File: config.mk
export PLATFORM = sky130hd
export DESIGN_NAME = cpu_core_pipeline_alu
export DESIGN_NICKNAME = d
export VERILOG_FILES = /design/src/design/core_pkg.sv /design/src/design/cpu_core_pipeline_alu.sv
export SDC_FILE = /design/constraint.sdc
export NUM_CORES = 1
export LEC_CHECK = 0
export BUFFER_PORTS_ARGS = -buffer_cell sky130_fd_sc_hd__clkbuf_2
export CORE_MARGIN = 10
export CORE_UTILIZATION = 50
export CTS_BUF_LIST = sky130_fd_sc_hd__clkbuf_4 sky130_fd_sc_hd__clkbuf_8
export DETAILED_ROUTE_END_ITERATION = 8
export PLACE_DENSITY = 0.72
export RECOVER_POWER = 100
export SYNTH_ARGS = -nofsm -noshare
export SYNTH_HDL_FRONTEND = slang
export SYNTH_SLANG_ARGS = --single-unit
File: constraint.sdc
create_clock -name pclk -period 5.87 [get_ports pclk]
set_input_delay 0.2935 -clock pclk [delete_from_list [all_inputs] [get_ports pclk]]
set_output_delay 0.2935 -clock pclk [all_outputs]
set_load 0.01 [all_outputs]
File: src/design/core_pkg.sv
// constants, types and carriers for the core timing, pipeline and alu
package core_pkg;
   localparam int PCLK_PERIOD_NS = 20;
   localparam int PHASES = 4;
   localparam int INSTR_PCLKS = PHASES;
   localparam int INSTR_NS = INSTR_PCLKS * PCLK_PERIOD_NS;
   localparam int REF_IN_HZ = 4_000_000;
   localparam int REF_CYCLE_NS = PHASES * (1_000_000_000 / REF_IN_HZ); // 1000 ns at 4 MHz
   // synchroniser value after reset: master clear pin idles high on its pull-up
   localparam logic [5:0] PIN_SYNC_RST = 6'h08;
   // apb register byte offsets
   localparam logic [11:0] CFG_OFS = 12'h000;
   localparam logic [11:0] PORT_OFS = 12'h004;
   localparam logic [11:0] STAT_OFS = 12'h008;
   localparam logic [11:0] PC_OFS = 12'h00c;
   localparam logic [10:0] CFG_RST = 11'h006; // internal rc, master clear on
   localparam logic [11:0] PORT_RST = 12'hfc0; // all pins input
   localparam logic [11:0] PC_RST = 12'h000;
   // special register addresses in data memory
   localparam logic [4:0] SFR_INDIRECT = 5'h00;
   localparam logic [4:0] SFR_PCL = 5'h02;
   localparam logic [4:0] SFR_STATUS = 5'h03;
   localparam logic [4:0] SFR_FSR = 5'h04;
   localparam logic [4:0] SFR_PORT = 5'h06;
   // status flag positions
   localparam int FLAG_C = 0;
   localparam int FLAG_DC = 1;
   localparam int FLAG_Z = 2;
   localparam int MASTER_RESET_N_PIN = 3;
   localparam int XDRV_PIN = 4;
   localparam int XIN_PIN = 5;
   localparam int TMR_PIN = 2;
   localparam logic [11:0] OP_NOP = 12'h000;
   typedef enum logic [3:0] {PH_ONE = 4'h1, PH_TWO = 4'h2, PH_THREE = 4'h4, PH_FOUR = 4'h8} phase_t;
   typedef enum logic [1:0] {
      LOW_POWER_CRYSTAL_MODE = 2'h0, STANDARD_CRYSTAL_MODE = 2'h1, INT_RC_MODE = 2'h2, EXT_RC_MODE = 2'h3
   } osc_mode_t;
   typedef enum logic [4:0] {
      ALU_PASS_F, ALU_PASS_W, ALU_ADD, ALU_SUB, ALU_AND, ALU_IOR, ALU_XOR, ALU_COM, ALU_INC,
      ALU_DEC, ALU_RR, ALU_RL, ALU_SWAP, ALU_CLR, ALU_BCLR, ALU_BSET
   } alu_op_t;
   typedef struct packed {
      logic [5:0] pullup_en;
      logic wake_en;
      logic timer_pin_sel;
      logic master_reset_n_en;
      osc_mode_t osc_mode;
   } cfg_t;
   typedef struct packed {
      logic [5:0] tris;
      logic [5:0] out;
   } port_t;
   typedef struct packed {
      logic [4:0] addr;
      logic [7:0] wdata;
      logic rd;
      logic we;
   } dmem_req_t;
   typedef struct packed {
      alu_op_t op;
      logic use_lit;
      logic wr_w;
      logic wr_f;
      logic aff_c;
      logic aff_dc;
      logic aff_z;
      logic is_goto;
      logic skip_zero;
      logic skip_clr;
      logic skip_set;
   } dec_t;
   typedef struct packed {
      logic [7:0] res;
      logic c;
      logic dc;
      logic skip;
   } alu_res_t;
endpackage : core_pkg

File: src/design/cpu_core_pipeline_alu.sv
// quadrature timing, two-stage pipeline, alu and pin sharing of the core
//
// Added by the designer: the address map and the APB interface to the registers.
`timescale 1ns/1ns
module cpu_core_pipeline_alu
   import core_pkg::*;
(
   input wire logic pclk,
   input wire logic presetn,
   input wire logic [11:0] paddr,
   input wire logic psel,
   input wire logic penable,
   input wire logic pwrite,
   input wire logic [31:0] pwdata,
   output logic [31:0] prdata,
   output logic pready,
   output logic pslverr,
   output logic [11:0] prog_addr,
   input wire logic [11:0] prog_data,
   output dmem_req_t dmem_req,
   input wire logic [7:0] dmem_rdata,
   input wire logic [5:0] pin_in,
   output logic [5:0] pin_out,
   output logic [5:0] pin_oe,
   output logic [5:0] pin_pullup,
   output logic crystal_drive_en,
   output logic timer_pin_clock,
   output logic wake_pulse,
   output phase_t phase
);

   phase_t phase_q;
   logic [11:0] pc_q, fetch_addr_q, fetched_q, instruction_latch_q, ir_next;
   logic flush_q;
   logic [7:0] w_q, fsr_q, operand_q, operand_mux, b_opnd;
   logic [2:0] status_q;
   alu_res_t result_q, alu_now;
   dmem_req_t dmem_req_q;
   dec_t dec;
   cfg_t cfg_q;
   port_t port_q;
   logic [5:0] pin_meta_q, pin_sync_q, pin_prev_q;
   logic wake_q, master_reset_n_hold, take_branch;
   logic [4:0] eff_addr;
   logic [31:0] prdata_q, read_mux;
   logic pslverr_q, reg_hit;

   // effective file address, indirect goes through the file select register
   function automatic logic [4:0] file_addr(input logic [11:0] ir, input logic [7:0] fsr);
      file_addr = (ir[4:0] == SFR_INDIRECT) ? fsr[4:0] : ir[4:0];
   endfunction : file_addr

   // addresses held inside the core, never sent to the data memory bus
   function automatic logic is_sfr(input logic [4:0] a);
      is_sfr = (a <= SFR_PORT);
   endfunction : is_sfr

   // eight bit alu, carry out doubles as not-borrow in subtraction
   function automatic alu_res_t alu_calc(input alu_op_t op, input logic [7:0] w, input logic [7:0] b,
                                         input logic [2:0] bsel, input logic c_in);
      logic [8:0] sum;
      logic [4:0] nib;
      alu_res_t r;
      sum = '0;
      nib = '0;
      r = '{res: b, c: c_in, dc: 1'b0, skip: 1'b0};
      case (op)
         ALU_ADD: begin
            sum = {1'b0, b} + {1'b0, w};
            nib = {1'b0, b[3:0]} + {1'b0, w[3:0]};
            r.res = sum[7:0];
            r.c = sum[8];
            r.dc = nib[4];
         end
         ALU_SUB: begin
            sum = {1'b0, b} + {1'b0, ~w} + 9'h001;
            nib = {1'b0, b[3:0]} + {1'b0, ~w[3:0]} + 5'h01;
            r.res = sum[7:0];
            r.c = sum[8]; // low means borrow
            r.dc = nib[4]; // low means nibble borrow
         end
         ALU_AND: r.res = b & w;
         ALU_IOR: r.res = b | w;
         ALU_XOR: r.res = b ^ w;
         ALU_COM: r.res = ~b;
         ALU_INC: r.res = b + 8'h01;
         ALU_DEC: r.res = b - 8'h01;
         ALU_RR: begin
            r.res = {c_in, b[7:1]};
            r.c = b[0];
         end
         ALU_RL: begin
            r.res = {b[6:0], c_in};
            r.c = b[7];
         end
         ALU_SWAP: r.res = {b[3:0], b[7:4]};
         ALU_CLR: r.res = 8'h00;
         ALU_PASS_W: r.res = w;
         ALU_BCLR: r.res = b & ~(8'h01 << bsel);
         ALU_BSET: r.res = b | (8'h01 << bsel);
         default: r.res = b;
      endcase
      alu_calc = r;
   endfunction : alu_calc

   // pin synchronisers, and master clear from the shared input pin
   always_ff @(posedge pclk or negedge presetn) begin
      if (!presetn) begin
         pin_meta_q <= PIN_SYNC_RST; // no false master clear after reset
         pin_sync_q <= PIN_SYNC_RST;
         pin_prev_q <= PIN_SYNC_RST;
      end else begin
         pin_meta_q <= pin_in;
         pin_sync_q <= pin_meta_q;
         pin_prev_q <= pin_sync_q;
      end
   end
   assign master_reset_n_hold = cfg_q.master_reset_n_en && !pin_sync_q[MASTER_RESET_N_PIN];

   // quadrature phase ring, one pclk per phase
   always_ff @(posedge pclk or negedge presetn) begin
      if (!presetn) begin
         phase_q <= PH_ONE;
      end else if (master_reset_n_hold) begin
         phase_q <= PH_ONE;
      end else begin
         unique case (phase_q)
            PH_ONE: phase_q <= PH_TWO;
            PH_TWO: phase_q <= PH_THREE;
            PH_THREE: phase_q <= PH_FOUR;
            PH_FOUR: phase_q <= PH_ONE;
            default: phase_q <= PH_ONE;
         endcase
      end
   end
   assign phase = phase_q;

   // word entering the latch; dropped after a change of flow
   assign ir_next = flush_q ? OP_NOP : fetched_q;
   assign take_branch = dec.is_goto || result_q.skip || (dec.wr_f && eff_addr == SFR_PCL);

   // program counter, fetch address and prefetch, on their own program bus
   always_ff @(posedge pclk or negedge presetn) begin
      if (!presetn) begin
         pc_q <= PC_RST;
         fetch_addr_q <= PC_RST;
         fetched_q <= OP_NOP;
         flush_q <= 1'b1;
      end else if (master_reset_n_hold) begin
         pc_q <= PC_RST;
         fetch_addr_q <= PC_RST;
         fetched_q <= OP_NOP;
         flush_q <= 1'b1;
      end else if (phase_q == PH_ONE) begin
         fetch_addr_q <= pc_q; // fetch overlaps execute
         pc_q <= pc_q + 12'h001;
         flush_q <= 1'b0;
      end else if (phase_q == PH_FOUR) begin
         fetched_q <= prog_data; // whole 12-bit word
         if (take_branch) begin
            flush_q <= 1'b1; // extra cycle runs as a no-op
            if (dec.is_goto) begin
               pc_q <= {3'h0, instruction_latch_q[8:0]};
            end else if (!result_q.skip) begin
               pc_q <= {4'h0, result_q.res}; // counter written as a file
            end
         end
      end
   end
   assign prog_addr = fetch_addr_q;

   // instruction latch
   always_ff @(posedge pclk or negedge presetn) begin
      if (!presetn) begin
         instruction_latch_q <= OP_NOP;
      end else if (master_reset_n_hold) begin
         instruction_latch_q <= OP_NOP;
      end else if (phase_q == PH_ONE) begin
         instruction_latch_q <= ir_next;
      end
   end

   // decode of the latched instruction
   always_comb begin
      dec = '0;
      dec.op = ALU_PASS_F;
      casez (instruction_latch_q)
         12'b0000_001?_????: begin dec.op = ALU_PASS_W; dec.wr_f = 1'b1; end
         12'b0000_0100_0000: begin dec.op = ALU_CLR; dec.wr_w = 1'b1; dec.aff_z = 1'b1; end
         12'b0000_011?_????: begin dec.op = ALU_CLR; dec.wr_f = 1'b1; dec.aff_z = 1'b1; end
         12'b0000_10??_????: begin dec.op = ALU_SUB; {dec.aff_c, dec.aff_dc, dec.aff_z} = 3'h7; end
         12'b0000_11??_????: begin dec.op = ALU_DEC; dec.aff_z = 1'b1; end
         12'b0001_00??_????: begin dec.op = ALU_IOR; dec.aff_z = 1'b1; end
         12'b0001_01??_????: begin dec.op = ALU_AND; dec.aff_z = 1'b1; end
         12'b0001_10??_????: begin dec.op = ALU_XOR; dec.aff_z = 1'b1; end
         12'b0001_11??_????: begin dec.op = ALU_ADD; {dec.aff_c, dec.aff_dc, dec.aff_z} = 3'h7; end
         12'b0010_00??_????: begin dec.op = ALU_PASS_F; dec.aff_z = 1'b1; end
         12'b0010_01??_????: begin dec.op = ALU_COM; dec.aff_z = 1'b1; end
         12'b0010_10??_????: begin dec.op = ALU_INC; dec.aff_z = 1'b1; end
         12'b0010_11??_????: begin dec.op = ALU_DEC; dec.skip_zero = 1'b1; end
         12'b0011_00??_????: begin dec.op = ALU_RR; dec.aff_c = 1'b1; end
         12'b0011_01??_????: begin dec.op = ALU_RL; dec.aff_c = 1'b1; end
         12'b0011_10??_????: dec.op = ALU_SWAP;
         12'b0011_11??_????: begin dec.op = ALU_INC; dec.skip_zero = 1'b1; end
         12'b0100_????_????: begin dec.op = ALU_BCLR; dec.wr_f = 1'b1; end
         12'b0101_????_????: begin dec.op = ALU_BSET; dec.wr_f = 1'b1; end
         12'b0110_????_????: dec.skip_clr = 1'b1;
         12'b0111_????_????: dec.skip_set = 1'b1;
         12'b101?_????_????: dec.is_goto = 1'b1;
         12'b1100_????_????: begin dec.op = ALU_PASS_F; dec.use_lit = 1'b1; dec.wr_w = 1'b1; end
         12'b1101_????_????: begin dec.op = ALU_IOR; dec.use_lit = 1'b1; dec.wr_w = 1'b1; dec.aff_z = 1'b1; end
         12'b1110_????_????: begin dec.op = ALU_AND; dec.use_lit = 1'b1; dec.wr_w = 1'b1; dec.aff_z = 1'b1; end
         12'b1111_????_????: begin dec.op = ALU_XOR; dec.use_lit = 1'b1; dec.wr_w = 1'b1; dec.aff_z = 1'b1; end
         default: dec.op = ALU_PASS_F;
      endcase
      // byte-oriented group except opcodes 6'h00, 6'h01 and 6'h03: bit five picks file or accumulator
      if (instruction_latch_q[11:10] == 2'b00 && instruction_latch_q[11:6] > 6'h01 &&
          instruction_latch_q[11:6] != 6'h03) begin
         dec.wr_f = instruction_latch_q[5];
         dec.wr_w = !instruction_latch_q[5];
      end
   end
   assign eff_addr = file_addr(instruction_latch_q, fsr_q);

   // operand source: core registers or the data memory bus
   always_comb begin
      unique case (eff_addr)
         SFR_PCL: operand_mux = pc_q[7:0];
         SFR_STATUS: operand_mux = {5'h00, status_q};
         SFR_FSR: operand_mux = fsr_q;
         SFR_PORT: operand_mux = {2'h0, pin_sync_q};
         default: operand_mux = is_sfr(eff_addr) ? 8'h00 : dmem_rdata;
      endcase
      b_opnd = dec.use_lit ? instruction_latch_q[7:0] : operand_mux;
      alu_now = alu_calc(dec.op, w_q, b_opnd, instruction_latch_q[7:5], status_q[FLAG_C]);
      alu_now.skip = (dec.skip_zero && alu_now.res == 8'h00) ||
                     (dec.skip_clr && !b_opnd[instruction_latch_q[7:5]]) ||
                     (dec.skip_set && b_opnd[instruction_latch_q[7:5]]);
   end

   // data memory strobes: read in phase two, write in phase four
   always_ff @(posedge pclk or negedge presetn) begin
      if (!presetn) begin
         dmem_req_q <= '0;
      end else if (master_reset_n_hold) begin
         dmem_req_q <= '0;
      end else begin
         dmem_req_q.rd <= 1'b0;
         dmem_req_q.we <= 1'b0;
         if (phase_q == PH_ONE) begin
            dmem_req_q.addr <= file_addr(ir_next, fsr_q);
            dmem_req_q.rd <= !is_sfr(file_addr(ir_next, fsr_q));
         end else if (phase_q == PH_THREE) begin
            dmem_req_q.wdata <= alu_now.res;
            dmem_req_q.we <= dec.wr_f && !is_sfr(eff_addr);
         end
      end
   end
   assign dmem_req = dmem_req_q;

   // alu result captured at the end of phase three
   always_ff @(posedge pclk or negedge presetn) begin
      if (!presetn) begin
         result_q <= '0;
         operand_q <= 8'h00;
      end else if (master_reset_n_hold) begin
         result_q <= '0;
         operand_q <= 8'h00;
      end else if (phase_q == PH_THREE) begin
         result_q <= alu_now;
         operand_q <= b_opnd;
      end else if (phase_q == PH_FOUR) begin
         result_q.skip <= 1'b0;
      end
   end

   // accumulator, status and file select written back in phase four
   always_ff @(posedge pclk or negedge presetn) begin
      if (!presetn) begin
         w_q <= 8'h00;
         status_q <= 3'h0;
         fsr_q <= 8'h00;
      end else if (master_reset_n_hold) begin
         w_q <= 8'h00;
         status_q <= 3'h0;
         fsr_q <= 8'h00;
      end else if (phase_q == PH_FOUR) begin
         if (dec.wr_w) begin
            w_q <= result_q.res; // unaddressable accumulator
         end
         if (dec.wr_f && eff_addr == SFR_FSR) begin
            fsr_q <= result_q.res;
         end
         if (dec.wr_f && eff_addr == SFR_STATUS) begin
            status_q <= result_q.res[2:0];
         end
         // flags set by the alu override a direct write
         if (dec.aff_c) begin
            status_q[FLAG_C] <= result_q.c;
         end
         if (dec.aff_dc) begin
            status_q[FLAG_DC] <= result_q.dc;
         end
         if (dec.aff_z) begin
            status_q[FLAG_Z] <= (result_q.res == 8'h00);
         end
      end
   end

   // apb read decode
   always_comb begin
      reg_hit = 1'b1;
      unique case (paddr)
         CFG_OFS: read_mux = {21'h0, cfg_q};
         PORT_OFS: read_mux = {20'h0, port_q};
         STAT_OFS: read_mux = {10'h0, pin_sync_q, 5'h00, status_q, w_q};
         PC_OFS: read_mux = {8'h00, fsr_q, 4'h0, pc_q};
         default: begin
            read_mux = 32'h0000_0000;
            reg_hit = 1'b0;
         end
      endcase
   end

   // apb slave: data captured in setup, zero wait states
   always_ff @(posedge pclk or negedge presetn) begin
      if (!presetn) begin
         prdata_q <= 32'h0000_0000;
         pslverr_q <= 1'b0;
      end else if (psel && !penable) begin
         prdata_q <= pwrite ? 32'h0000_0000 : read_mux;
         pslverr_q <= !reg_hit;
      end
   end
   assign prdata = prdata_q;
   assign pready = 1'b1;
   assign pslverr = pslverr_q && psel && penable;

   // configuration and port registers; the core's port write wins
   always_ff @(posedge pclk or negedge presetn) begin
      if (!presetn) begin
         cfg_q <= cfg_t'(CFG_RST);
         port_q <= port_t'(PORT_RST);
      end else begin
         if (psel && penable && pwrite && paddr == CFG_OFS) begin
            cfg_q <= cfg_t'(pwdata[10:0]);
         end
         if (psel && penable && pwrite && paddr == PORT_OFS) begin
            port_q <= port_t'(pwdata[11:0]);
         end
         if (!master_reset_n_hold && phase_q == PH_FOUR && dec.wr_f && eff_addr == SFR_PORT) begin
            port_q.out <= result_q.res[5:0];
         end
      end
   end

   // wake on a level change of any port pin
   always_ff @(posedge pclk or negedge presetn) begin
      if (!presetn) begin
         wake_q <= 1'b0;
      end else begin
         wake_q <= cfg_q.wake_en && (pin_sync_q != pin_prev_q);
      end
   end
   assign wake_pulse = wake_q;

   // pin sharing: master clear, crystal pins and timer input
   always_comb begin
      pin_out = port_q.out;
      pin_oe = ~port_q.tris;
      pin_oe[MASTER_RESET_N_PIN] = 1'b0; // input only
      crystal_drive_en = (cfg_q.osc_mode == LOW_POWER_CRYSTAL_MODE) ||
                         (cfg_q.osc_mode == STANDARD_CRYSTAL_MODE);
      if (crystal_drive_en) begin
         pin_oe[XDRV_PIN] = 1'b0;
      end
      if (cfg_q.osc_mode != INT_RC_MODE) begin
         pin_oe[XIN_PIN] = 1'b0;
      end
      if (cfg_q.timer_pin_sel) begin
         pin_oe[TMR_PIN] = 1'b0;
      end
      pin_pullup = cfg_q.pullup_en;
      pin_pullup[MASTER_RESET_N_PIN] = cfg_q.pullup_en[MASTER_RESET_N_PIN] || cfg_q.master_reset_n_en;
   end
   assign timer_pin_clock = cfg_q.timer_pin_sel && pin_sync_q[TMR_PIN];
endmodule : cpu_core_pipeline_alu

==> run summary, run 1 <==
## Status
- result of the run: complete, but fails checks
- violated checks: max-capacitance violations, max-slew violations

## Worst setup path
- critical path data required time: 6.23 ns
- Top Family by Delay on Critical Path: compound AO/OA/AOI/OAI gates
- cell mode on critical path: sky130_fd_sc_hd__o21ai_0
- Critical Path AT: 5.58 ns
- kind of start point of the critical path: flip-flop
- flop-to-flop setup slack: 0.66 ns
- critical path type: reg -> reg
- critical path's largest stage delay: 0.64 ns
- Bufs and invs on worst path: 1
- Worst Path Max Fanout: 9
- cell type of the slowest stage on the worst timing path: sky130_fd_sc_hd__o41ai_4
- critical path capture point type: flip-flop
- cell breakdown of the critical path: or2_0 > o41ai_4 > o21ai_0 > a41oi_4 > ha_1 > inv_1 > fa_1 > nor3_1 > nor3_1 > a221o_1 > o21ai_0 > and4_1 > o211ai_1 > o21ai_0 > nor2_1 > a21o_1

## STA
- Total Neg Setup Slack: 0 ns
- fmax: 192 MHz
- Setup Viol. Count Final: 0
- setup repair after global routing missed its margin: no
- max-slew violation count: 164
- skew final: 0.0310 ns
- total count of hold-check failures in the final report: 0
- worst-margin pin slew: 4.42 ns
- crit path time final: 5.21 ns
- worst-case headroom to the max-slew limit: -195%
- Period Utilization, post-route: 88.8%
- hold_ws: 0.0183 ns
- worst-case setup margin in the final layout: 0.658 ns

## Synthesis
- Synth Warn #: 0
- number of synthesized flops with an enable pin: 0
- top cell type's share of synthesized area: 36.1%
- Yosys cell types: 90
- ys async rst share: 100%
- Mapped Cells: 1,173
- average footprint of a synthesized cell: 8.75 sq um
- post-synthesis instance area: 10,300 sq um
- #FFs+latches synth: 161
- cell type with the highest aggregate area in the netlist: sky130_fd_sc_hd__dfrtp_1
- main area contributors after synthesis: sky130_fd_sc_hd__dfrtp_1 36%, sky130_fd_sc_hd__nand2_1 5.7%, sky130_fd_sc_hd__o21ai_0 3.9%, sky130_fd_sc_hd__a21oi_1 3.7%, sky130_fd_sc_hd__dfstp_2 3.3%
- share of synthesized area occupied by flip-flops and latches: 39.4%
- prevailing post-synth register cell: sky130_fd_sc_hd__dfrtp_1

## Die
- width of the die: 163 um
- # rows: 52
- Die Footprint: 26,700 sq um
- die extent in y: 163 um
- Starting Density: 50.7%
- I/O pins: 161
- area of the core region: 20,200 sq um

## Pwr
- internal power: 2.22 mW
- leakage dissipation: 4.93 nW
- switching part of the total: 45.6%
- worst vdd ir: 0.262 mV
- share of total power in the clock network: 19.7%
- power per unit of standard cell area: 358 nW/um^2
- combinational share of power: 37.9%
- switching component of the power: 1.86 mW
- sequential share of power: 42.4%
- overall power after layout: 4.08 mW

## Clocking
- clock tree from TritonCTS: built
- CTS buffer count: 17
- clock-pin slew reported for the worst setup and hold paths after clock tree synthesis: 0.11 ns
- Root Buffer: sky130_fd_sc_hd__clkbuf_8
- clock sink total: 161
- Post-CTS Repair Setup Buffers: 0
- maximum buffer depth of the clock tree: 2
- clock insertion delay at the later pin of the skew report: 0.48 ns
- Gates resized, CTS repair: 0
- deepest level of the CTS H-tree: 4
- Hold-fix buffers, CTS: 12

## GRT
- number of global-route vias before repair: 9,370
- maximum number of pins on one net before global-route repair: 100
- total congestion overflow after global routing: 0
- all-layer global routing usage: 26.7%
- initial antenna violation count: 0
- global-route wire length before repair: 55,500 um

## Place
- Port Buffers: 126
- HPWL reported at the end of detailed placement: 26,600 um
- final RePlAce weighted congestion: 1.01
- post-placement setup slack: 0.958 ns

## Final layout
- Layout Area Growth over Synthesis: 11.1%
- area of combinational cells with multiple inputs: 5650 sq um
- antenna diode instance count: 0
- leading cell types in the layout, fill and taps excluded: 155 x sky130_fd_sc_hd__nand2_1, 148 x sky130_fd_sc_hd__dfrtp_1, 82 x sky130_fd_sc_hd__o21ai_0
- most common cell after layout, fill and taps aside: sky130_fd_sc_hd__nand2_1
- fill cell total of the finished layout: 1,842
- fraction of layout cells with a size suffix above 1: 11.9%
- final-stage net count: 1,369
- FF+latch area: 4050 sq um

## Worst hold path
- class of the worst hold path: in -> reg

## Detailed routing
- Vias/cell: 6.37
- overall routed net length: 35,800 um
- antenna violation net count after detailed routing: 0
- vias: 9,882
- Avg WL per Cell: 23.1 um
- first-iteration detailed-routing DRC count: 1,088
- iteration count of the initial detailed-routing pass: 6
- total DRC errors in the routed layout: 0

## Job
- number of violations of the max-capacitance limit: 4

[per-layer routing]
metal	global-route usage, %	up-vias	share of wire, %
met5	0	-	0
met4	8.03	0	2.9
met1	36.9	4765	42
met2	40.1	558	44
met3	6.95	83	11
li1	-	4476	-
[path summary, 6_finish.rpt]
check,start,endpoint,cells after the start
worst max-delay path,instruction_latch_q[2]$_DFFE_PN0N_,result_q[7]$_DFFE_PN0P_,16
worst min-delay path,prog_data[4],fetched_q[4]$_DFFE_PN0P_,3
worst max register to register,instruction_latch_q[2]$_DFFE_PN0N_,result_q[7]$_DFFE_PN0P_,16
worst min register to register,pin_meta_q[5]$_DFF_PN0_,pin_sync_q[5]$_DFF_PN0_,0
max in group asynchronous,presetn,status_q[0]$_DFFE_PN0P_,3
min in group asynchronous,presetn,prog_addr[9]$_DFFE_PN0N_,2
[per-stage QoR]
step	instance area (sq um)	std cells	util [%]
final	11400	1551	56.4
after detailed placement	11000	1507	54.4
after global routing	11400	1551	56.4
after CTS	11500	1551	57.0
after global placement	11000	1507	54.4
after floorplan	10300	1185	-
[logic make-up after synthesis]
group,Yosys count,synth area share (%)
AOI/OAI and AO/OA,362,24.8
other,2,0.0732
adders and majority gates,26,3.39
buffers and inverters,133,5.91
xor gates and xnor gates,11,0.939
and+or+nand+nor,434,21.0
muxes,44,4.50
DFF,161,39.4
[final cells by class]
type	count	share of cell area (%)
Multi-Input combinational cell	891	49.6
Sequential cell	161	35.5
Timing Repair Buffer	162	7.32
Tap cell	270	2.96
Clock buffer	17	2.05
Clock inverter	15	1.45
Inverter	35	1.15
[synth_stat cells (all sizes together) (5+ instances only)]
library cell and number:
a22o 20, or2 9, o21ai 90, xnor2 7
inv 35, mux2 17, a22oi 17, a311oi 6
or3 6, ha 23, dfrtp 148, a221oi 19
a41oi 5, buf 34, o221ai 6, nor2 76
a31oi 12, a21oi 76, and3 15, dfstp 13
o31ai 6, o21a 5, o211ai 8, nand3 34
o311ai 5, nand2b 25, nand2 155, nor2b 14
mux2i 27, o2111ai 6, clkbuf 64, nor3b 9
and4 5, a21o 23, a211oi 8, and2 11
nand4 21, nor4 10, nor3 25
[worst register-to-register path, stage by stage (launching register included)]
cell                       delay [ns]
sky130_fd_sc_hd__dfrtp_1         0.53
sky130_fd_sc_hd__or2_0           0.45
sky130_fd_sc_hd__o41ai_4         0.64
sky130_fd_sc_hd__o21ai_0         0.29
sky130_fd_sc_hd__a41oi_4         0.50
sky130_fd_sc_hd__ha_1            0.26
sky130_fd_sc_hd__inv_1           0.06
sky130_fd_sc_hd__fa_1            0.42
sky130_fd_sc_hd__nor3_1          0.28
sky130_fd_sc_hd__nor3_1          0.15
sky130_fd_sc_hd__a221o_1         0.32
sky130_fd_sc_hd__o21ai_0         0.41
sky130_fd_sc_hd__and4_1          0.27
sky130_fd_sc_hd__o211ai_1        0.09
sky130_fd_sc_hd__o21ai_0         0.15
sky130_fd_sc_hd__nor2_1          0.13
sky130_fd_sc_hd__a21o_1          0.17
[flip-flops by register name, indices dropped and copies added (netlist names), 8 cells and up]
name and count:
pc_q 12, dmem_req 15, fetched_q 12, prog_addr 12, fsr_q 8, instruction_latch_q 12, w_q 8, prdata 20
result_q 11
[power by group through the flow]
stage | clock [mW] | sequential [mW] | combinational [mW]
floorplan | 0 | 1.53 | 1.06
global placement | 0 | 1.72 | 1.50
detailed placement | 0 | 1.73 | 1.52
CTS | 0.820 | 1.71 | 1.54
global route | 0.869 | 1.75 | 1.69
finish | 0.806 | 1.73 | 1.54
No activity file was read; power rests on OpenSTA's default activity.
==> run 2: changes to the inputs <==
--- a/config.mk
+++ b/config.mk
@@ -6,6 +6,7 @@
 export NUM_CORES = 1
 export LEC_CHECK = 0
 export BUFFER_PORTS_ARGS = -buffer_cell sky130_fd_sc_hd__clkbuf_2
+export CORE_ASPECT_RATIO = 0.75
 export CORE_MARGIN = 10
 export CORE_UTILIZATION = 50
 export CTS_BUF_LIST = sky130_fd_sc_hd__clkbuf_4 sky130_fd_sc_hd__clkbuf_8
==> run summary, run 2 (same netlist as run 1, synthesis figures left out) <==
## GRT
- total congestion overflow after global routing: 0
- initial antenna violation count: 0
- maximum number of pins on one net before global-route repair: 74
- all-layer global routing usage: 28.1%
- number of global-route vias before repair: 9,553
- global-route wire length before repair: 57,400 um

## Place
- HPWL reported at the end of detailed placement: 28,400 um
- Port Buffers: 126
- area post-placement: 11,100 sq um
- final RePlAce weighted congestion: 1.02
- post-placement setup slack: 0.969 ns

## Worst setup path
- critical path's largest stage delay: 0.81 ns
- cell breakdown of the critical path: nor4_2 > a21oi_1 > o311ai_0 > a41oi_1 > ha_1 > inv_1 > o31ai_1 > a311oi_1 > o311a_1 > a211oi_1 > a31oi_1 > a211oi_2 > nor2_1 > a21o_1
- cell type of the slowest stage on the worst timing path: sky130_fd_sc_hd__o311ai_0
- critical path data required time: 6.23 ns
- kind of start point of the critical path: flip-flop
- Worst Path Max Fanout: 18
- Top Family by Delay on Critical Path: compound AO/OA/AOI/OAI gates
- critical path capture point type: flip-flop
- critical path type: reg -> reg
- Critical Path AT: 5.65 ns
- Bufs and invs on worst path: 1

## Clocking
- Gates resized, CTS repair: 0
- clock tree from TritonCTS: built
- deepest level of the CTS H-tree: 4
- CTS buffer count: 17
- Post-CTS Repair Setup Buffers: 0
- Root Buffer: sky130_fd_sc_hd__clkbuf_8
- clock-pin slew reported for the worst setup and hold paths after clock tree synthesis: 0.10 ns
- Hold-fix buffers, CTS: 7
- clock sink total: 161
- clock insertion delay at the later pin of the skew report: 0.47 ns
- maximum buffer depth of the clock tree: 2

## Detailed routing
- overall routed net length: 37,500 um
- Avg WL per Cell: 24.3 um
- first-iteration detailed-routing DRC count: 1,420
- total DRC errors in the routed layout: 0
- antenna violation net count after detailed routing: 0
- Vias/cell: 6.50
- vias: 10,100
- iteration count of the initial detailed-routing pass: 6

## Pwr
- sequential share of power: 41.7%
- leakage dissipation: 4.98 nW
- power per unit of standard cell area: 363 nW/um^2
- switching part of the total: 45.7%
- worst vdd ir: 0.202 mV
- share of total power in the clock network: 19.5%
- combinational share of power: 38.8%
- switching component of the power: 1.89 mW
- internal power: 2.25 mW

## Final layout
- Layout Area Growth over Synthesis: 11.4%
- post-layout instance area: 11,400 sq um
- final-stage net count: 1,377
- fraction of layout cells with a size suffix above 1: 13.2%
- most common cell after layout, fill and taps aside: sky130_fd_sc_hd__nand2_1
- antenna diode instance count: 0
- max FFs per register: 20
- leading cell types in the layout, fill and taps excluded: 155 x sky130_fd_sc_hd__nand2_1, 148 x sky130_fd_sc_hd__dfrtp_1, 81 x sky130_fd_sc_hd__o21ai_0

## Die
- area of the core region: 20,200 sq um
- width of the die: 185 um
- Starting Density: 50.8%
- Die Footprint: 26,700 sq um
- # rows: 45
- die extent in y: 144 um
- I/O pins: 161

## STA
- setup repair after global routing missed its margin: no
- fmax: 189 MHz
- skew final: 0.0178 ns
- worst-margin pin slew: 3.85 ns
- crit path time final: 5.29 ns
- max-slew violation count: 134
- worst-case headroom to the max-slew limit: -156%
- worst-case setup margin in the final layout: 0.584 ns
- Total Neg Setup Slack: 0 ns
- Period Utilization, post-route: 90.1%
- total count of hold-check failures in the final report: 0
- Setup Viol. Count Final: 0

## Status
- violated checks: max-capacitance violations, max-slew violations
- result of the run: complete, but fails checks

## Job
- number of violations of the max-capacitance limit: 3

## Worst hold path
- class of the worst hold path: in -> reg

[run 2: changes by cell type in the layout (fill, tap and decap cells not counted), sizes merged]
cell,previous run,this run
buf,20,32
dlygate4sd3,12,7
clkbuf,146,149
clkdlybuf4s25,1,0
clkinv,7,6
clkinvlp,1,2
inv,42,41
[run 2: worst min-delay path: stages]
cell and delay, ns:
sky130_fd_sc_hd__clkbuf_2 0.08, sky130_fd_sc_hd__nand2_1 0.05, sky130_fd_sc_hd__a21oi_1 0.05
[run 2: layout make-up]
| cell class | count | area, sq um |
|---|---|---|
| inverter | 35 | 131 |
| clock inverter | 14 | 146 |
| sequential | 161 | 4050 |
| tap | 258 | 323 |
| timing repair buffer | 170 | 877 |
| clock buffer | 18 | 248 |
| multi-input combinational | 891 | 5660 |
| fill | 1928 | 8790 |
[run 2: metal layers]
layer	up-vias	part of all wire (%)	track usage, %
li1	4491	-	-
met1	4898	44	40.8
met2	595	42	39.8
met3	67	12	7.42
met4	0	2.3	8.49
met5	-	0	0
[run 2: path summary, 6_finish.rpt]
check                                                   startpoint                        end  slack, ns  depth (start not counted)
worst max-delay path            instruction_latch_q[0]$_DFFE_PN0N_    dmem_req[9]$_DFFE_PN0P_       0.58                         14
min in group asynchronous                                  presetn    result_q[2]$_DFFE_PN0P_       1.69                          2
max in group asynchronous                                  presetn      dmem_req[0]$_DFF_PN0_       1.32                          3
worst max register to register  instruction_latch_q[0]$_DFFE_PN0N_    dmem_req[9]$_DFFE_PN0P_       0.58                         14
worst min register to register             pin_meta_q[2]$_DFF_PN0_    pin_sync_q[2]$_DFF_PN0_       0.36                          0
worst min-delay path                                 prog_data[11]  fetched_q[11]$_DFFE_PN0P_       0.03                          3
[run 2: power groups by stage]
| stage | sequential (mW) | clock, mW | combinational, mW |
|---|---|---|---|
| after floorplan | 1.53 | 0 | 1.06 |
| after global placement | 1.72 | 0 | 1.58 |
| after detailed placement | 1.72 | 0 | 1.59 |
| after CTS | 1.70 | 0.822 | 1.60 |
| after global routing | 1.74 | 0.876 | 1.76 |
| final | 1.73 | 0.809 | 1.61 |
[run 2: per-stage QoR]
stage / util (%) / std cells / hold WS, ns / total power, mW
after floorplan: - / 1185 / -0.00209 / 2.59
after global placement: 54.9 / 1508 / 0.333 / 3.29
after detailed placement: 54.9 / 1508 / 0.336 / 3.31
after CTS: 57.2 / 1547 / 0.0141 / 4.13
after global routing: 56.5 / 1547 / 0.0254 / 4.38
final: 56.5 / 1547 / 0.0308 / 4.14
